**config.mk**
```make
export PLATFORM = sky130hd
export DESIGN_NAME = sa_top
export DESIGN_NICKNAME = d
export VERILOG_FILES = /design/src/logic/sa_step_out.v /design/src/logic/sa_tick.v /design/src/logic/sa_top.v
export VERILOG_INCLUDE_DIRS = /design/src /design/src/logic
export SDC_FILE = /design/constraint.sdc
export NUM_CORES = 1
export LEC_CHECK = 0
export BUFFER_PORTS_ARGS = -buffer_cell sky130_fd_sc_hd__buf_2
export CAP_MARGIN = 10
export CORE_ASPECT_RATIO = 1.1
export CORE_UTILIZATION = 52
export CTS_CLUSTER_SIZE = 20
export DETAILED_ROUTE_END_ITERATION = 12
export PLACE_DENSITY = 0.77
export SLEW_MARGIN = 15
export SYNTH_ARGS = -nofsm -noshare
export SYNTH_HDL_FRONTEND = slang
export SYNTH_SLANG_ARGS = --single-unit
```
**constraint.sdc**
```tcl
create_clock -name aclk -period 6.5 [get_ports aclk]
set_input_delay 1.3 -clock aclk [delete_from_list [all_inputs] [get_ports aclk]]
set_output_delay 1.3 -clock aclk [all_outputs]
set_load 0.1 [all_outputs]
```
**src/logic/sa_map.vh**
```
// register offsets, field positions, reset values and timing counts
// for the stepper output and axis enable block; definitions only
`ifndef SA_MAP_VH
`define SA_MAP_VH

// register byte offsets
`define SA_OFF_ENABLE    8'h00
`define SA_OFF_STATUS    8'h04
`define SA_OFF_EXTRA_ENC 8'h08
`define SA_MAP_BASE_HI   3'h1
`define SA_OCFG_BASE_HI  4'h4
`define SA_ACFG_BASE_HI  3'h3

// enable command fields
`define SA_EN_MAP_MSB    7
`define SA_EN_CODE_LSB   8
`define SA_EN_CODE_MSB   10
`define SA_CODE_RST      3'h3

// status fields
`define SA_ERR_RATE      0
`define SA_ERR_MODE      1
`define SA_ERR_ILLEGAL   2

// axis resource map fields
`define SA_MAP_OUT_MSB   1
`define SA_MAP_STEP      2
`define SA_MAP_FB1       3
`define SA_MAP_FB2       4
`define SA_MAP_RST       5'h00

// stepper output config fields
`define SA_CFG_MODE      0
`define SA_CFG_POL       1
`define SA_CFG_RST       2'h2

// axi responses
`define SA_RESP_OKAY     2'h0
`define SA_RESP_SLVERR   2'h2

// timing: base period in units of 100 ns, clock in MHz
`define SA_BASE_PERIOD_100NS 625
`define SA_CLK_MHZ           200
`define SA_BASE_CYCLES       ((`SA_BASE_PERIOD_100NS * `SA_CLK_MHZ) / 10)

`endif

```
**src/logic/sa_step_out.v**
```verilog
// one stepper output pair: step/direction or dual pulse, with polarity
// assumes tick is a one-cycle pulse and req/fwd are held by the caller
`timescale 1ns/1ps

module sa_step_out (
  // clock and reset
  input  wire aclk,
  input  wire aresetn,
  // control
  input  wire tick,
  input  wire enable,
  input  wire mode_dual,
  input  wire pol_low,
  input  wire req,
  input  wire fwd,
  // pins
  output reg  pin_a,
  output reg  pin_b
);

  reg  pulse_reg;
  reg  dir_reg;
  wire act_a;
  wire act_b;

  always @(posedge aclk) begin
    if (!aresetn) begin
      pulse_reg <= 1'b0;
      dir_reg   <= 1'b1;
    end else if (tick) begin
      // one tick high, then one tick idle
      if (pulse_reg) begin
        pulse_reg <= 1'b0;
      end else if (enable && req) begin
        pulse_reg <= 1'b1;
        dir_reg   <= fwd;
      end
    end
  end

  // step pulses on a, direction level on b
  // dual mode pulses a forward, b reverse
  assign act_a = mode_dual ? (pulse_reg & dir_reg) : pulse_reg;
  assign act_b = mode_dual ? (pulse_reg & ~dir_reg) : dir_reg;

  always @(posedge aclk) begin
    if (!aresetn) begin
      pin_a <= 1'b1;
      pin_b <= 1'b0;
    end else begin
      // active low drives pin low when asserted
      // polarity sets idle and direction sense
      pin_a <= pol_low ? ~act_a : act_a;
      pin_b <= pol_low ? ~act_b : act_b;
    end
  end

endmodule // sa_step_out

```
**src/logic/sa_tick.v**
```verilog
// update tick divider: one-cycle tick every (code + 1) base periods
// assumes a single clock; base_cycles comes from the top module
`timescale 1ns/1ps

module sa_tick #(
  parameter BASE_CYCLES = 12500
) (
  // clock and reset
  input  wire       aclk,
  input  wire       aresetn,
  // period code
  input  wire [2:0] code,
  // tick out
  output reg        tick
);

  reg  [15:0] base_cnt_reg;
  reg  [2:0]  per_cnt_reg;
  wire        base_wrap;

  assign base_wrap = (base_cnt_reg == BASE_CYCLES[15:0] - 16'h0001);

  always @(posedge aclk) begin
    if (!aresetn) begin
      base_cnt_reg <= 16'h0000;
      per_cnt_reg  <= 3'h0;
      tick         <= 1'b0;
    end else begin
      tick <= 1'b0;
      if (base_wrap) begin
        base_cnt_reg <= 16'h0000;
        // a shortened code takes effect at the next base period
        if (per_cnt_reg >= code) begin
          per_cnt_reg <= 3'h0;
          tick        <= 1'b1;
        end else begin
          per_cnt_reg <= per_cnt_reg + 3'h1;
        end
      end else begin
        base_cnt_reg <= base_cnt_reg + 16'h0001;
      end
    end
  end

endmodule // sa_tick

```
**src/logic/sa_top.v**
```verilog
// stepper output stage and axis enable / update rate control,
// reached over axi4-lite; assumes axis_active comes from the motion core
//
// Behaviour
// - per-output polarity, active low by default
// - assert drives pin low or high
// - step/dir: pulses on a, direction on b
// - dual mode: a forward, b reverse
// - polarity sets direction sense and idle level
// - mode and polarity persist, rewritable anytime
// - axis-addressed config reaches mapped output
// - eight-bit enable bitmap, reset disabled
// - period code 0 to 7, default 3
// - period is (code plus one) times 62.5us
// - step generator refreshed on that tick
// - only enabled axes get updates
// - minimum period grows with enabled axes
// - too-fast rate flags error, keeps previous
// - fastest rate needs single-feedback servos only
// - enabling axis enables its feedback devices
// - disabling an active axis gives wrong-mode error
// - illegal axis cannot be enabled, flags error
`timescale 1ns/1ps
`include "sa_map.vh"

module sa_top #(
  parameter BASE_CYCLES   = `SA_BASE_CYCLES,
  parameter LARGE_VARIANT = 0
) (
  // clock and reset
  input  wire        aclk,
  input  wire        aresetn,
  // axi4-lite write address
  input  wire [7:0]  s_axi_awaddr,
  input  wire        s_axi_awvalid,
  output wire        s_axi_awready,
  // axi4-lite write data
  input  wire [31:0] s_axi_wdata,
  input  wire [3:0]  s_axi_wstrb,
  input  wire        s_axi_wvalid,
  output wire        s_axi_wready,
  // axi4-lite write response
  output reg  [1:0]  s_axi_bresp,
  output reg         s_axi_bvalid,
  input  wire        s_axi_bready,
  // axi4-lite read address
  input  wire [7:0]  s_axi_araddr,
  input  wire        s_axi_arvalid,
  output wire        s_axi_arready,
  // axi4-lite read data
  output reg  [31:0] s_axi_rdata,
  output reg  [1:0]  s_axi_rresp,
  output reg         s_axi_rvalid,
  input  wire        s_axi_rready,
  // motion core
  input  wire [7:0]  axis_active,
  input  wire [3:0]  step_req,
  input  wire [3:0]  step_fwd,
  output wire        loop_tick,
  output reg  [7:0]  axis_update,
  // feedback enables
  output reg  [7:0]  fb_primary_en,
  output reg  [7:0]  fb_secondary_en,
  // stepper driver pins
  output wire [3:0]  step_a,
  output wire [3:0]  step_b
);

  ////////////////////////////////////////////////////////////////////
  // state

  reg  [7:0]  en_reg;
  reg  [2:0]  code_reg;
  reg  [2:0]  err_reg;
  reg  [3:0]  extra_enc_reg;
  reg  [4:0]  map_reg [0:7];
  reg  [1:0]  ocfg_reg [0:3];

  reg         aw_full_reg;
  reg  [7:0]  aw_addr_reg;
  reg         w_full_reg;
  reg  [31:0] w_data_reg;
  reg  [3:0]  w_strb_reg;

  integer     i, j, k, m;

  ////////////////////////////////////////////////////////////////////
  // axi write side: address and data taken in either order

  wire do_wr;

  assign s_axi_awready = ~aw_full_reg;
  assign s_axi_wready  = ~w_full_reg;
  assign do_wr         = aw_full_reg & w_full_reg & ~s_axi_bvalid;

  always @(posedge aclk) begin
    if (!aresetn) begin
      aw_full_reg <= 1'b0;
      aw_addr_reg <= 8'h00;
      w_full_reg  <= 1'b0;
      w_data_reg  <= 32'h0000_0000;
      w_strb_reg  <= 4'h0;
    end else begin
      if (s_axi_awvalid && !aw_full_reg) begin
        aw_full_reg <= 1'b1;
        aw_addr_reg <= s_axi_awaddr;
      end else if (do_wr) begin
        aw_full_reg <= 1'b0;
      end
      if (s_axi_wvalid && !w_full_reg) begin
        w_full_reg <= 1'b1;
        w_data_reg <= s_axi_wdata;
        w_strb_reg <= s_axi_wstrb;
      end else if (do_wr) begin
        w_full_reg <= 1'b0;
      end
    end
  end

  ////////////////////////////////////////////////////////////////////
  // write decode

  wire       wr_any;
  wire       hit_en;
  wire       hit_st;
  wire       hit_xe;
  wire       hit_map;
  wire       hit_ocfg;
  wire       hit_acfg;
  wire [2:0] wr_idx;
  wire       wr_hit;

  assign wr_any   = do_wr & (|w_strb_reg);
  assign hit_en   = (aw_addr_reg == `SA_OFF_ENABLE);
  assign hit_st   = (aw_addr_reg == `SA_OFF_STATUS);
  assign hit_xe   = (aw_addr_reg == `SA_OFF_EXTRA_ENC);
  assign hit_map  = (aw_addr_reg[7:5] == `SA_MAP_BASE_HI);
  assign hit_ocfg = (aw_addr_reg[7:4] == `SA_OCFG_BASE_HI);
  assign hit_acfg = (aw_addr_reg[7:5] == `SA_ACFG_BASE_HI);
  assign wr_idx   = aw_addr_reg[4:2];
  assign wr_hit   = hit_en | hit_st | hit_xe | hit_map | hit_ocfg | hit_acfg;

  ////////////////////////////////////////////////////////////////////
  // enable command check

  wire [7:0] new_en;
  wire [2:0] new_code;
  reg  [3:0] cnt;
  reg  [3:0] units;
  reg  [3:0] min_code;
  reg        fast_ok;
  reg  [7:0] servo_nofb;
  wire       bad_mode;
  wire       bad_illegal;
  wire       bad_rate;

  assign new_en   = w_data_reg[`SA_EN_MAP_MSB:0];
  assign new_code = w_data_reg[`SA_EN_CODE_MSB:`SA_EN_CODE_LSB];

  always @* begin
    cnt        = 4'h0;
    fast_ok    = (extra_enc_reg == 4'h0);
    servo_nofb = 8'h00;
    for (i = 0; i < 8; i = i + 1) begin
      if (new_en[i]) begin
        cnt = cnt + 4'h1;
        // stepper or dual feedback loses the fastest rate
        if (map_reg[i][`SA_MAP_STEP] || map_reg[i][`SA_MAP_FB2]) begin
          fast_ok = 1'b0;
        end
        servo_nofb[i] = ~map_reg[i][`SA_MAP_STEP] & ~map_reg[i][`SA_MAP_FB1];
      end
    end
    // one period step per axis, or per pair on the large variant
    units = (LARGE_VARIANT != 0) ? ((cnt + 4'h1) >> 1) : cnt;
    min_code = (units == 4'h0) ? 4'h0 : units - 4'h1;
    if (min_code == 4'h0 && units != 4'h0 && !fast_ok) begin
      min_code = 4'h1;
    end
  end

  // clearing a bit of a still active axis
  assign bad_mode    = |(en_reg & ~new_en & axis_active);
  // servo axis with no primary feedback mapped
  assign bad_illegal = |servo_nofb;
  assign bad_rate    = ({1'b0, new_code} < min_code);

  wire en_cmd;
  wire en_ok;

  assign en_cmd = wr_any & hit_en;
  assign en_ok  = ~bad_mode & ~bad_illegal & ~bad_rate;

  ////////////////////////////////////////////////////////////////////
  // register writes

  wire [2:0] err_set;
  wire [2:0] err_clr;
  wire [1:0] acfg_out;

  assign err_set = en_cmd ? {bad_illegal, bad_mode, bad_rate & ~bad_mode & ~bad_illegal}
                          : 3'h0;
  assign err_clr = (wr_any & hit_st) ? w_data_reg[2:0] : 3'h0;
  assign acfg_out = map_reg[wr_idx][`SA_MAP_OUT_MSB:0];

  always @(posedge aclk) begin
    if (!aresetn) begin
      en_reg        <= 8'h00;
      code_reg      <= `SA_CODE_RST;
      err_reg       <= 3'h0;
      extra_enc_reg <= 4'h0;
      for (j = 0; j < 8; j = j + 1) begin
        map_reg[j] <= `SA_MAP_RST;
      end
      for (j = 0; j < 4; j = j + 1) begin
        ocfg_reg[j] <= `SA_CFG_RST;
      end
    end else begin
      // a refused command keeps rate and enables
      if (en_cmd && en_ok) begin
        en_reg   <= new_en;
        code_reg <= new_code;
      end
      // set wins over a simultaneous clear
      err_reg <= (err_reg & ~err_clr) | err_set;
      if (wr_any && hit_xe) begin
        extra_enc_reg <= w_data_reg[3:0];
      end
      // remapping ignored while any axis is enabled
      if (wr_any && hit_map && en_reg == 8'h00) begin
        map_reg[wr_idx] <= w_data_reg[4:0];
      end
      if (wr_any && hit_ocfg) begin
        ocfg_reg[wr_idx[1:0]] <= w_data_reg[1:0];
      end
      // axis-addressed config lands on its mapped output
      if (wr_any && hit_acfg) begin
        ocfg_reg[acfg_out] <= w_data_reg[1:0];
      end
    end
  end

  ////////////////////////////////////////////////////////////////////
  // write response

  always @(posedge aclk) begin
    if (!aresetn) begin
      s_axi_bvalid <= 1'b0;
      s_axi_bresp  <= `SA_RESP_OKAY;
    end else if (do_wr) begin
      s_axi_bvalid <= 1'b1;
      s_axi_bresp  <= wr_hit ? `SA_RESP_OKAY : `SA_RESP_SLVERR;
    end else if (s_axi_bready) begin
      s_axi_bvalid <= 1'b0;
    end
  end

  ////////////////////////////////////////////////////////////////////
  // read side

  reg [31:0] rd_data;
  reg        rd_hit;

  assign s_axi_arready = ~s_axi_rvalid;

  always @* begin
    rd_data = 32'h0000_0000;
    rd_hit  = 1'b1;
    if (s_axi_araddr == `SA_OFF_ENABLE) begin
      rd_data = {21'h00_0000, code_reg, en_reg};
    end else if (s_axi_araddr == `SA_OFF_STATUS) begin
      rd_data = {13'h0000, code_reg, en_reg, 5'h00, err_reg};
    end else if (s_axi_araddr == `SA_OFF_EXTRA_ENC) begin
      rd_data = {28'h000_0000, extra_enc_reg};
    end else if (s_axi_araddr[7:5] == `SA_MAP_BASE_HI) begin
      rd_data = {27'h000_0000, map_reg[s_axi_araddr[4:2]]};
    end else if (s_axi_araddr[7:4] == `SA_OCFG_BASE_HI) begin
      rd_data = {30'h0000_0000, ocfg_reg[s_axi_araddr[3:2]]};
    end else if (s_axi_araddr[7:5] == `SA_ACFG_BASE_HI) begin
      rd_data = {30'h0000_0000, ocfg_reg[map_reg[s_axi_araddr[4:2]][1:0]]};
    end else begin
      rd_hit = 1'b0;
    end
  end

  always @(posedge aclk) begin
    if (!aresetn) begin
      s_axi_rvalid <= 1'b0;
      s_axi_rdata  <= 32'h0000_0000;
      s_axi_rresp  <= `SA_RESP_OKAY;
    end else if (s_axi_arvalid && !s_axi_rvalid) begin
      s_axi_rvalid <= 1'b1;
      s_axi_rdata  <= rd_data;
      s_axi_rresp  <= rd_hit ? `SA_RESP_OKAY : `SA_RESP_SLVERR;
    end else if (s_axi_rready) begin
      s_axi_rvalid <= 1'b0;
    end
  end

  ////////////////////////////////////////////////////////////////////
  // update tick and axis servicing

  wire tick;

  // base period times (code + 1)
  sa_tick #(
    .BASE_CYCLES (BASE_CYCLES)
  ) u_tick (
    .aclk    (aclk),
    .aresetn (aresetn),
    .code    (code_reg),
    .tick    (tick)
  );

  assign loop_tick = tick;

  always @(posedge aclk) begin
    if (!aresetn) begin
      axis_update     <= 8'h00;
      fb_primary_en   <= 8'h00;
      fb_secondary_en <= 8'h00;
    end else begin
      // updates go to enabled axes only
      axis_update <= tick ? en_reg : 8'h00;
      for (k = 0; k < 8; k = k + 1) begin
        fb_primary_en[k]   <= en_reg[k] & map_reg[k][`SA_MAP_FB1];
        fb_secondary_en[k] <= en_reg[k] & map_reg[k][`SA_MAP_FB2];
      end
    end
  end

  ////////////////////////////////////////////////////////////////////
  // stepper outputs

  reg [3:0] out_en;

  always @* begin
    out_en = 4'h0;
    for (m = 0; m < 8; m = m + 1) begin
      if (en_reg[m] && map_reg[m][`SA_MAP_STEP]) begin
        out_en[map_reg[m][`SA_MAP_OUT_MSB:0]] = 1'b1;
      end
    end
  end

  genvar g;
  generate
    for (g = 0; g < 4; g = g + 1) begin : g_out
      // step generator advances on the loop tick
      sa_step_out u_out (
        .aclk      (aclk),
        .aresetn   (aresetn),
        .tick      (tick),
        .enable    (out_en[g]),
        .mode_dual (ocfg_reg[g][`SA_CFG_MODE]),
        .pol_low   (ocfg_reg[g][`SA_CFG_POL]),
        .req       (step_req[g]),
        .fwd       (step_fwd[g]),
        .pin_a     (step_a[g]),
        .pin_b     (step_b[g])
      );
    end
  endgenerate

endmodule // sa_top

```
==> key figures, run 1 <==
Synth
  – Synth unique cells: 71
  – Number of synthesized register bits: 177
  – Most frequent cells after synthesis: dfxtp_1 (129), nand2_1 (114), nor2_1 (88)
  – Cell taking the most area after synthesis: dfxtp_1
  – Top post-synthesis cells by area: dfxtp_1 (28%), edfxtp_1 (16%), nand2_1 (4.6%)
  – YS warnings: 0
  – Post-synth top area share: 27.9%
  – Synthesized cell area: 0.00925 mm2
  – Syn avg cell area: 9.03 um2
  – Sequential area share after synthesis: 43.5%
  – Async SR Flop Fraction: 0%
  – Ys flop type: dfxtp_1
  – EDFF count, synth: 48
  – Most frequent cell after synthesis: dfxtp_1
  – Mapped Cells: 1025

Setup path
  – Crit path DAT: 6.43 ns
  – Critical-path top delay cell: or4_1
  – CP delay by family, top: simple AND/OR/NAND/NOR gates
  – Crit-path max FO: 8
  – Reg2Reg Setup Slack: 0.40 ns
  – WP buf/inv: 3
  – Most used cell, CP: ha_1
  – Critical Path End Type: flop
  – Critical setup path kind: flop to flop
  – Worst r2r src: w_data_reg[0]$_SDFFE_PN0P_
  – Crit path largest cell delay: 0.51 ns
  – R2r endpoint: en_reg[4]$_SDFFE_PN0P_
  – Critical Path RT: 6.82 ns
  – Startpoint types: flop
  – Worst R2R Path Depth: 25

Timing
  – Fin crit period: 6.10 ns
  – Final count of negative-setup-slack endpoints: 0
  – Fmax: 164 MHz
  – Fin crit share: 93.9%
  – Worst hold slack: 0.446 ns
  – Worst slew pin tran: 1.07 ns
  – Unrepaired setup endpoints after global routing: no
  – Setup_tns: 0 ns
  – Final Hold Viols: 0
  – Slew HR: 28.6%
  – Slew Viols, Final: 0
  – Final Skew: 0.00631 ns

Placement
  – DP HPWL: 17200 um
  – Global placement routability congestion: 0.931
  – Buffers added on ports: 112

Detailed routing
  – Final ANT Viol Nets: 0
  – Final Routed Wirelength: 24100 um
  – 1st-pass router iterations: 7
  – DRC Markers: 0
  – Wirelength per Cell: 17.9 um
  – DR vias/cell: 5.87
  – Via count: 7920
  – Iteration-0 DRC Markers: 927

Layout
  – Max reg flops: 40
  – Area delta synth->final: 13.4%
  – Nets@finish: 1193
  – N_diodes: 0
  – Layout cell share with drive strength beyond 1: 18.0%
  – # fillers: 1471

CTS
  – TritonCTS Buffers: 17
  – CTS Sinks: 177
  – Root buf cell: clkbuf_16
  – TritonCTS clock tree: done
  – Bufs on Longest Clock Path: 2
  – Worst-path clk slew: 0.07 ns
  – Clk_lat worst skew: 0.44 ns
  – H-Tree Depth: 4

Die
  – Num rows: 50
  – I/O pin total: 149
  – Die Span X: 129 um
  – Core ar.: 0.0172 mm2
  – Initial core utilization: 53.8%
  – Die Ht: 142 um
  – Die area: 0.0183 mm2

Global routing
  – Vias in the first global route: 7384
  – First-pass GRT wire length: 38200 um
  – Global route overflow: 0
  – GRT Total Usage: 27.3%
  – Antenna violations before repair: 0
  – Largest net degree at the start of global routing: 68

Worst hold path
  – Worst hold path class: flop to flop
  – Hold Crit Start: s_axi_rdata[7]$_SDFFE_PN0P_
  – Hold depth: 2
  – Worst Hold Endpoint: s_axi_rdata[7]$_SDFFE_PN0P_

Job
  – Max_cap viols: 0

Status
  – Outcome: finished clean

Power
  – Static leakage: 4.16 nW
  – PD cells: 254 mW/mm2
  – Peak supply drop: 0.206 mV
[logic make-up (layout without fill, tap and decap cells)]
| group | count (synthesis) | in the layout | synth area share [%] |
|---|---|---|---|
| adder cells (fa/ha/maj) | 15 | 15 | 2.03 |
| flip-flops | 177 | 177 | 43.5 |
| AO/OA/AOI/OAI | 185 | 185 | 13.2 |
| multiplexers | 54 | 54 | 8.06 |
| buffers and inverters | 127 | 204 | 6.36 |
| XOR/XNOR | 33 | 33 | 3.54 |
| AND/OR/NAND/NOR | 433 | 433 | 23.3 |
| other | 1 | 15 | 0.0405 |
[layout make-up]
type | count | area (um2) | share of cell area, %
multi-input combinational | 735 | 4710 | 44.8
tap | 234 | 293 | 2.79
clock inverter | 11 | 138 | 1.31
inverter | 43 | 161 | 1.54
timing repair buffer | 129 | 688 | 6.56
clock buffer | 21 | 484 | 4.61
sequential | 177 | 4030 | 38.4
[worst max path at each step]
stage / start / to / slack, ns / cells past startpoint
CTS: w_data_reg[0]$_SDFFE_PN0P_ / en_reg[4]$_SDFFE_PN0P_ / 0.10 / 25
detailed placement: w_data_reg[0]$_SDFFE_PN0P_ / en_reg[4]$_SDFFE_PN0P_ / 0.19 / 25
global route: w_data_reg[0]$_SDFFE_PN0P_ / en_reg[7]$_SDFFE_PN0P_ / 0.04 / 25
finish: w_data_reg[0]$_SDFFE_PN0P_ / en_reg[4]$_SDFFE_PN0P_ / 0.40 / 25
global placement: w_data_reg[0]$_SDFFE_PN0P_ / en_reg[3]$_SDFFE_PN0P_ / 0.38 / 25
floorplan: w_data_reg[0]$_SDFFE_PN0P_ / code_reg[1]$_SDFFE_PN1P_ / 0.22 / 27
[worst register-to-register path, stage by stage, from the launching register on]
cell and delay, ns:
dfxtp_1 0.34, inv_2 0.09, ha_1 0.35, xor2_2 0.18, ha_1 0.33, and2_1 0.21
or4_1 0.51, o211a_1 0.17, nand2_1 0.10, ha_1 0.27, nor2b_1 0.19, o21a_1 0.19
o21ai_0 0.09, a211o_1 0.31, a311oi_4 0.36, buf_4 0.20, and3_1 0.14, o31ai_1 0.07
ha_1 0.20, or3_1 0.39, or3_1 0.37, o221ai_1 0.24, or4b_4 0.20, o211ai_2 0.12
buf_4 0.23, mux2i_1 0.13
[cells in the final DEF (no fill, tap or decap), types with 5 or more instances in the layout]
master     instances
and2_1            24
o21ai_0           43
buf_2            112
o22ai_1           10
o2111ai_1          5
or3_1             11
o211ai_1           7
xor2_1            17
and3_1            36
mux2i_1           34
nor2b_1            9
a21oi_1           53
nand3b_1           6
buf_4             17
xnor2_1           12
o31ai_1            6
conb_1            15
o32ai_1            7
nand3_1           42
ha_1              15
nor2_1            88
edfxtp_1          48
clkbuf_16         19
dfxtp_1          128
nand4_1           13
inv_1             36
mux4_2            16
a22oi_1           12
or2_2              5
nand2_1          114
nor4_1            26
nand2b_1          22
nor3_1            25
[metal layers]
metal	GRT usage, %	share of wire [%]	routed length [um]
met1	35.0	40	9730
met2	44.7	48	11600
met3	5.54	8.7	2110
met4	11.2	2.8	680
met5	0	0	0
[through the flow]
step | instances | setup WS (ns) | util, % | cell area (um2) | power [mW]
5_1_grt | 1350 | 0.0435 | 61.0 | 10500 | 2.75
6_report | 1350 | 0.398 | 61.0 | 10500 | 2.66
3_3_place_gp | 1316 | 0.382 | 57.2 | 9840 | 1.59
3_5_place_dp | 1316 | 0.187 | 57.2 | 9840 | 1.60
4_1_cts | 1348 | 0.102 | 60.8 | 10500 | 2.66
2_1_floorplan | 1039 | 0.219 | - | 9310 | 1.51
[report_power, final]
group	internal, mW	switching, mW
logic	0.123	0.259
clock network	0.623	0.457
registers	1.16	0.0422
[timing repair]
item	in CTS	in global routing
hold buffers	0	0
buffers inserted	0	2
endpoints found under the setup margin	0	12
gates resized for setup	0	4
Note: power is estimated with default switching activity, not from simulation.
==> inputs of run 2 (changes only) <==
- SYNTH_HIERARCHICAL: default -> 1
==> run 2 against run 1 <==
Register-to-register slack improved by 0.14 ns. Non-clock buffer count decreased by 7. Synthesized cell count decreased by 4.3%. Setup slack improved by 0.14 ns. Count of clock-buffer cells in the layout decreased by 4. Fmax increased by 2.3%. Power decreased by 1.3%. Sequential share of layout area about the same. Highest routed layer unchanged. Via count decreased by 3.1%. Worst hold slack improved by 0.012 ns. Synthesized area about the same.
==> key figures, run 2 <==
CTS
  – Setup Fix Bufs, Post-CTS: 0 (unchanged)
  – Resized Gates After CTS: 0 (unchanged)
  – Worst-path clk slew: 0.07 ns (about the same)
  – Clk_lat worst skew: 0.44 ns (about the same)
  – TritonCTS Buffers: 17 (unchanged)
  – TritonCTS clock tree: done
  – H-Tree Depth: 4 (unchanged)
  – CTS Sinks: 177 (unchanged)
  – Root buf cell: clkbuf_16
  – Cts-stage hold buffer count: 0 (unchanged)
  – Bufs on Longest Clock Path: 2 (unchanged)

Die
  – Num rows: 50 (unchanged)
  – Die area: 0.0183 mm2 (about the same)
  – I/O pin total: 149 (unchanged)
  – Initial core utilization: 53.8% (about the same)
  – Die Ht: 142 um (about the same)
  – Core ar.: 0.0172 mm2 (unchanged)
  – Die Span X: 129 um (about the same)

Synth
  – Mapped Cells: 981 (-4.3%)
  – Async SR Flop Fraction: 0% (unchanged)
  – Sequential area share after synthesis: 43.4% (about the same)
  – EDFF count, synth: 48 (unchanged)
  – Post-synth top area share: 27.9% (about the same)
  – Top post-synthesis cells by area: dfxtp_1 (28%), edfxtp_1 (16%), nand2_1 (5.2%)
  – Ys flop type: dfxtp_1
  – Synthesized cell area: 0.00926 mm2 (about the same)
  – YS warnings: 6 (+6)
  – Synth unique cells: 76 (+7.0%)
  – Cell taking the most area after synthesis: dfxtp_1
  – Syn avg cell area: 9.44 um2 (+4.6%)
  – Most frequent cells after synthesis: dfxtp_1 (129), nand2_1 (129), edfxtp_1 (48)
  – Number of synthesized register bits: 177 (unchanged)

Placement
  – Global placement routability congestion: 0.918 (-1.3%)
  – DP HPWL: 17100 um (-0.43%)
  – Cell area after placement: 0.00990 mm2 (+0.56%)
  – Placement Setup Slack: 0.552 ns (+0.365 ns)
  – Buffers added on ports: 112 (unchanged)
  – Placed Instances: 1281 (-2.7%)

Detailed routing
  – 1st-pass router iterations: 6 (-1)
  – Wirelength per Cell: 18.3 um (+2.5%)
  – Via count: 7678 (-3.1%)
  – Final ANT Viol Nets: 0 (unchanged)
  – Final Routed Wirelength: 24000 um (-0.33%)
  – DRC Markers: 0 (unchanged)
  – DR vias/cell: 5.85 (-0.32%)
  – Iteration-0 DRC Markers: 636 (-31%)

Layout
  – Cell area after layout: 0.0105 mm2 (about the same)
  – Nets@finish: 1156 (-3.1%)
  – Layout cell share with drive strength beyond 1: 18.4% (+0.43 points)
  – # fillers: 1465 (-0.41%)
  – Most frequent cells in the layout: nand2_1 (129), dfxtp_1 (129), buf_2 (111)
  – Area delta synth->final: 13.3%
  – Max reg flops: 40 (unchanged)
  – N_diodes: 0 (unchanged)
  – Cell Count, Final, Fillers Out: 1313 (-2.7%)

Setup path
  – Crit-path max FO: 11 (+3)
  – Worst R2R Path Depth: 27 (+8.0%)
  – Worst r2r src: w_data_reg[1]$_SDFFE_PN0P_
  – Critical Path RT: 6.87 ns (+0.05 ns)
  – CP startpoint: w_data_reg[1]$_SDFFE_PN0P_
  – Crit path DAT: 6.33 ns (-0.10 ns)
  – Critical setup path kind: flop to flop
  – Critical Path End Type: flop
  – Startpoint types: flop

Timing
  – Fin crit period: 5.96 ns (-0.137 ns)
  – Unrepaired setup endpoints after global routing: no
  – Post-layout worst setup margin: 0.535 ns (+0.137 ns)
  – Final Hold Viols: 0 (unchanged)
  – Fin crit share: 91.8% (-2.1 points)
  – Worst slew pin tran: 1.18 ns (+0.109 ns)
  – Final count of negative-setup-slack endpoints: 0 (unchanged)
  – Final Skew: 0.00972 ns (+0.00341 ns)
  – Fmax: 168 MHz (+2.3%)
  – Slew Viols, Final: 0 (unchanged)
  – Slew HR: 21.3% (-7.3 points)
  – Setup_tns: 0 ns (unchanged)

Global routing
  – Vias in the first global route: 7035 (-4.7%)
  – Antenna violations before repair: 0 (unchanged)
  – Largest net degree at the start of global routing: 93 (+37%)
  – GRT Total Usage: 27.2% (-0.092 points)
  – Global route overflow: 0 (unchanged)
  – First-pass GRT wire length: 37700 um (-1.2%)

Status
  – Outcome: finished clean

Worst hold path
  – Hold Crit Start: s_axi_rdata[6]$_SDFFE_PN0P_
  – Hold depth: 2 (unchanged)
  – Worst hold path class: flop to flop

Power
  – PD cells: 251 mW/mm2 (-1.3%)
  – Peak supply drop: 0.188 mV (-8.9%)
  – Static leakage: 4.20 nW (+0.95%)

Job
  – Max_cap viols: 0 (unchanged)
## run 2: per-layer routing
layer / share of wire [%] / global-route usage [%] / vias up
met5: 0 / 0 / -
met4: 2.9 / 12.3 / 0
met3: 8.5 / 4.77 / 57
met2: 47 / 42.3 / 378
met1: 42 / 36.8 / 3606
li1: - / - / 3637
## run 2: power breakdown
part           switching [mW]  internal [mW]  leakage (nW)
logic                   0.258          0.139          2.38
clock network           0.483          0.548         0.285
registers              0.0428           1.16          1.53
total                   0.784           1.84          4.20
## run 2: layout make-up
| cell class | instances | area (um2) | share of cell area [%] |
|---|---|---|---|
| Clock inverter | 15 | 165 | 1.57 |
| Tap cell | 234 | 293 | 2.79 |
| Multi-Input combinational cell | 715 | 4820 | 46.0 |
| Clock buffer | 17 | 425 | 4.06 |
| Inverter | 33 | 124 | 1.18 |
| Timing Repair Buffer | 122 | 638 | 6.08 |
| Sequential cell | 177 | 4020 | 38.4 |
## run 2: logic make-up after synthesis
logic type	synth area share, %
xor+xnor	4.15
simple gates	24.8
compound gates	11.2
mux	9.32
fa+ha+maj	2.03
buf+inv	5.07
other cells	0.0405
flops	43.4
## run 2: critical path, stage by stage, from the launching register on
cell      delay, ns
dfxtp_1        0.39
buf_4          0.22
ha_1           0.16
inv_1          0.03
mux2_2         0.28
inv_1          0.06
ha_1           0.26
mux2i_1        0.18
xor2_1         0.08
a32o_1         0.28
nor3_1         0.22
ha_1           0.20
nand2_1        0.07
xnor2_1        0.30
xor2_1         0.22
nand4_2        0.22
xor2_2         0.26
or3_1          0.32
a31o_2         0.24
ha_1           0.26
o21ai_0        0.07
nand2b_1       0.09
inv_1          0.07
a311oi_1       0.22
a2111o_1       0.17
o211ai_2       0.10
a21oi_2        0.64
mux2i_1        0.27
## run 2: final timing paths
path	slack (ns)	end
max reg2reg	0.54	en_reg[0]$_SDFFE_PN0P_
min	0.46	s_axi_rdata[6]$_SDFFE_PN0P_
min reg2reg	0.46	s_axi_rdata[6]$_SDFFE_PN0P_
max	0.54	en_reg[0]$_SDFFE_PN0P_
## run 2: stage by stage
step / hold slack [ns] / utilization [%] / power (mW)
2_1_floorplan: 0.430 / - / 1.53
3_5_place_dp: 0.455 / 57.5 / 1.62
3_3_place_gp: 0.442 / 57.5 / 1.61
4_1_cts: 0.463 / 61.0 / 2.64
6_report: 0.459 / 61.0 / 2.63
5_1_grt: 0.486 / 61.0 / 2.72
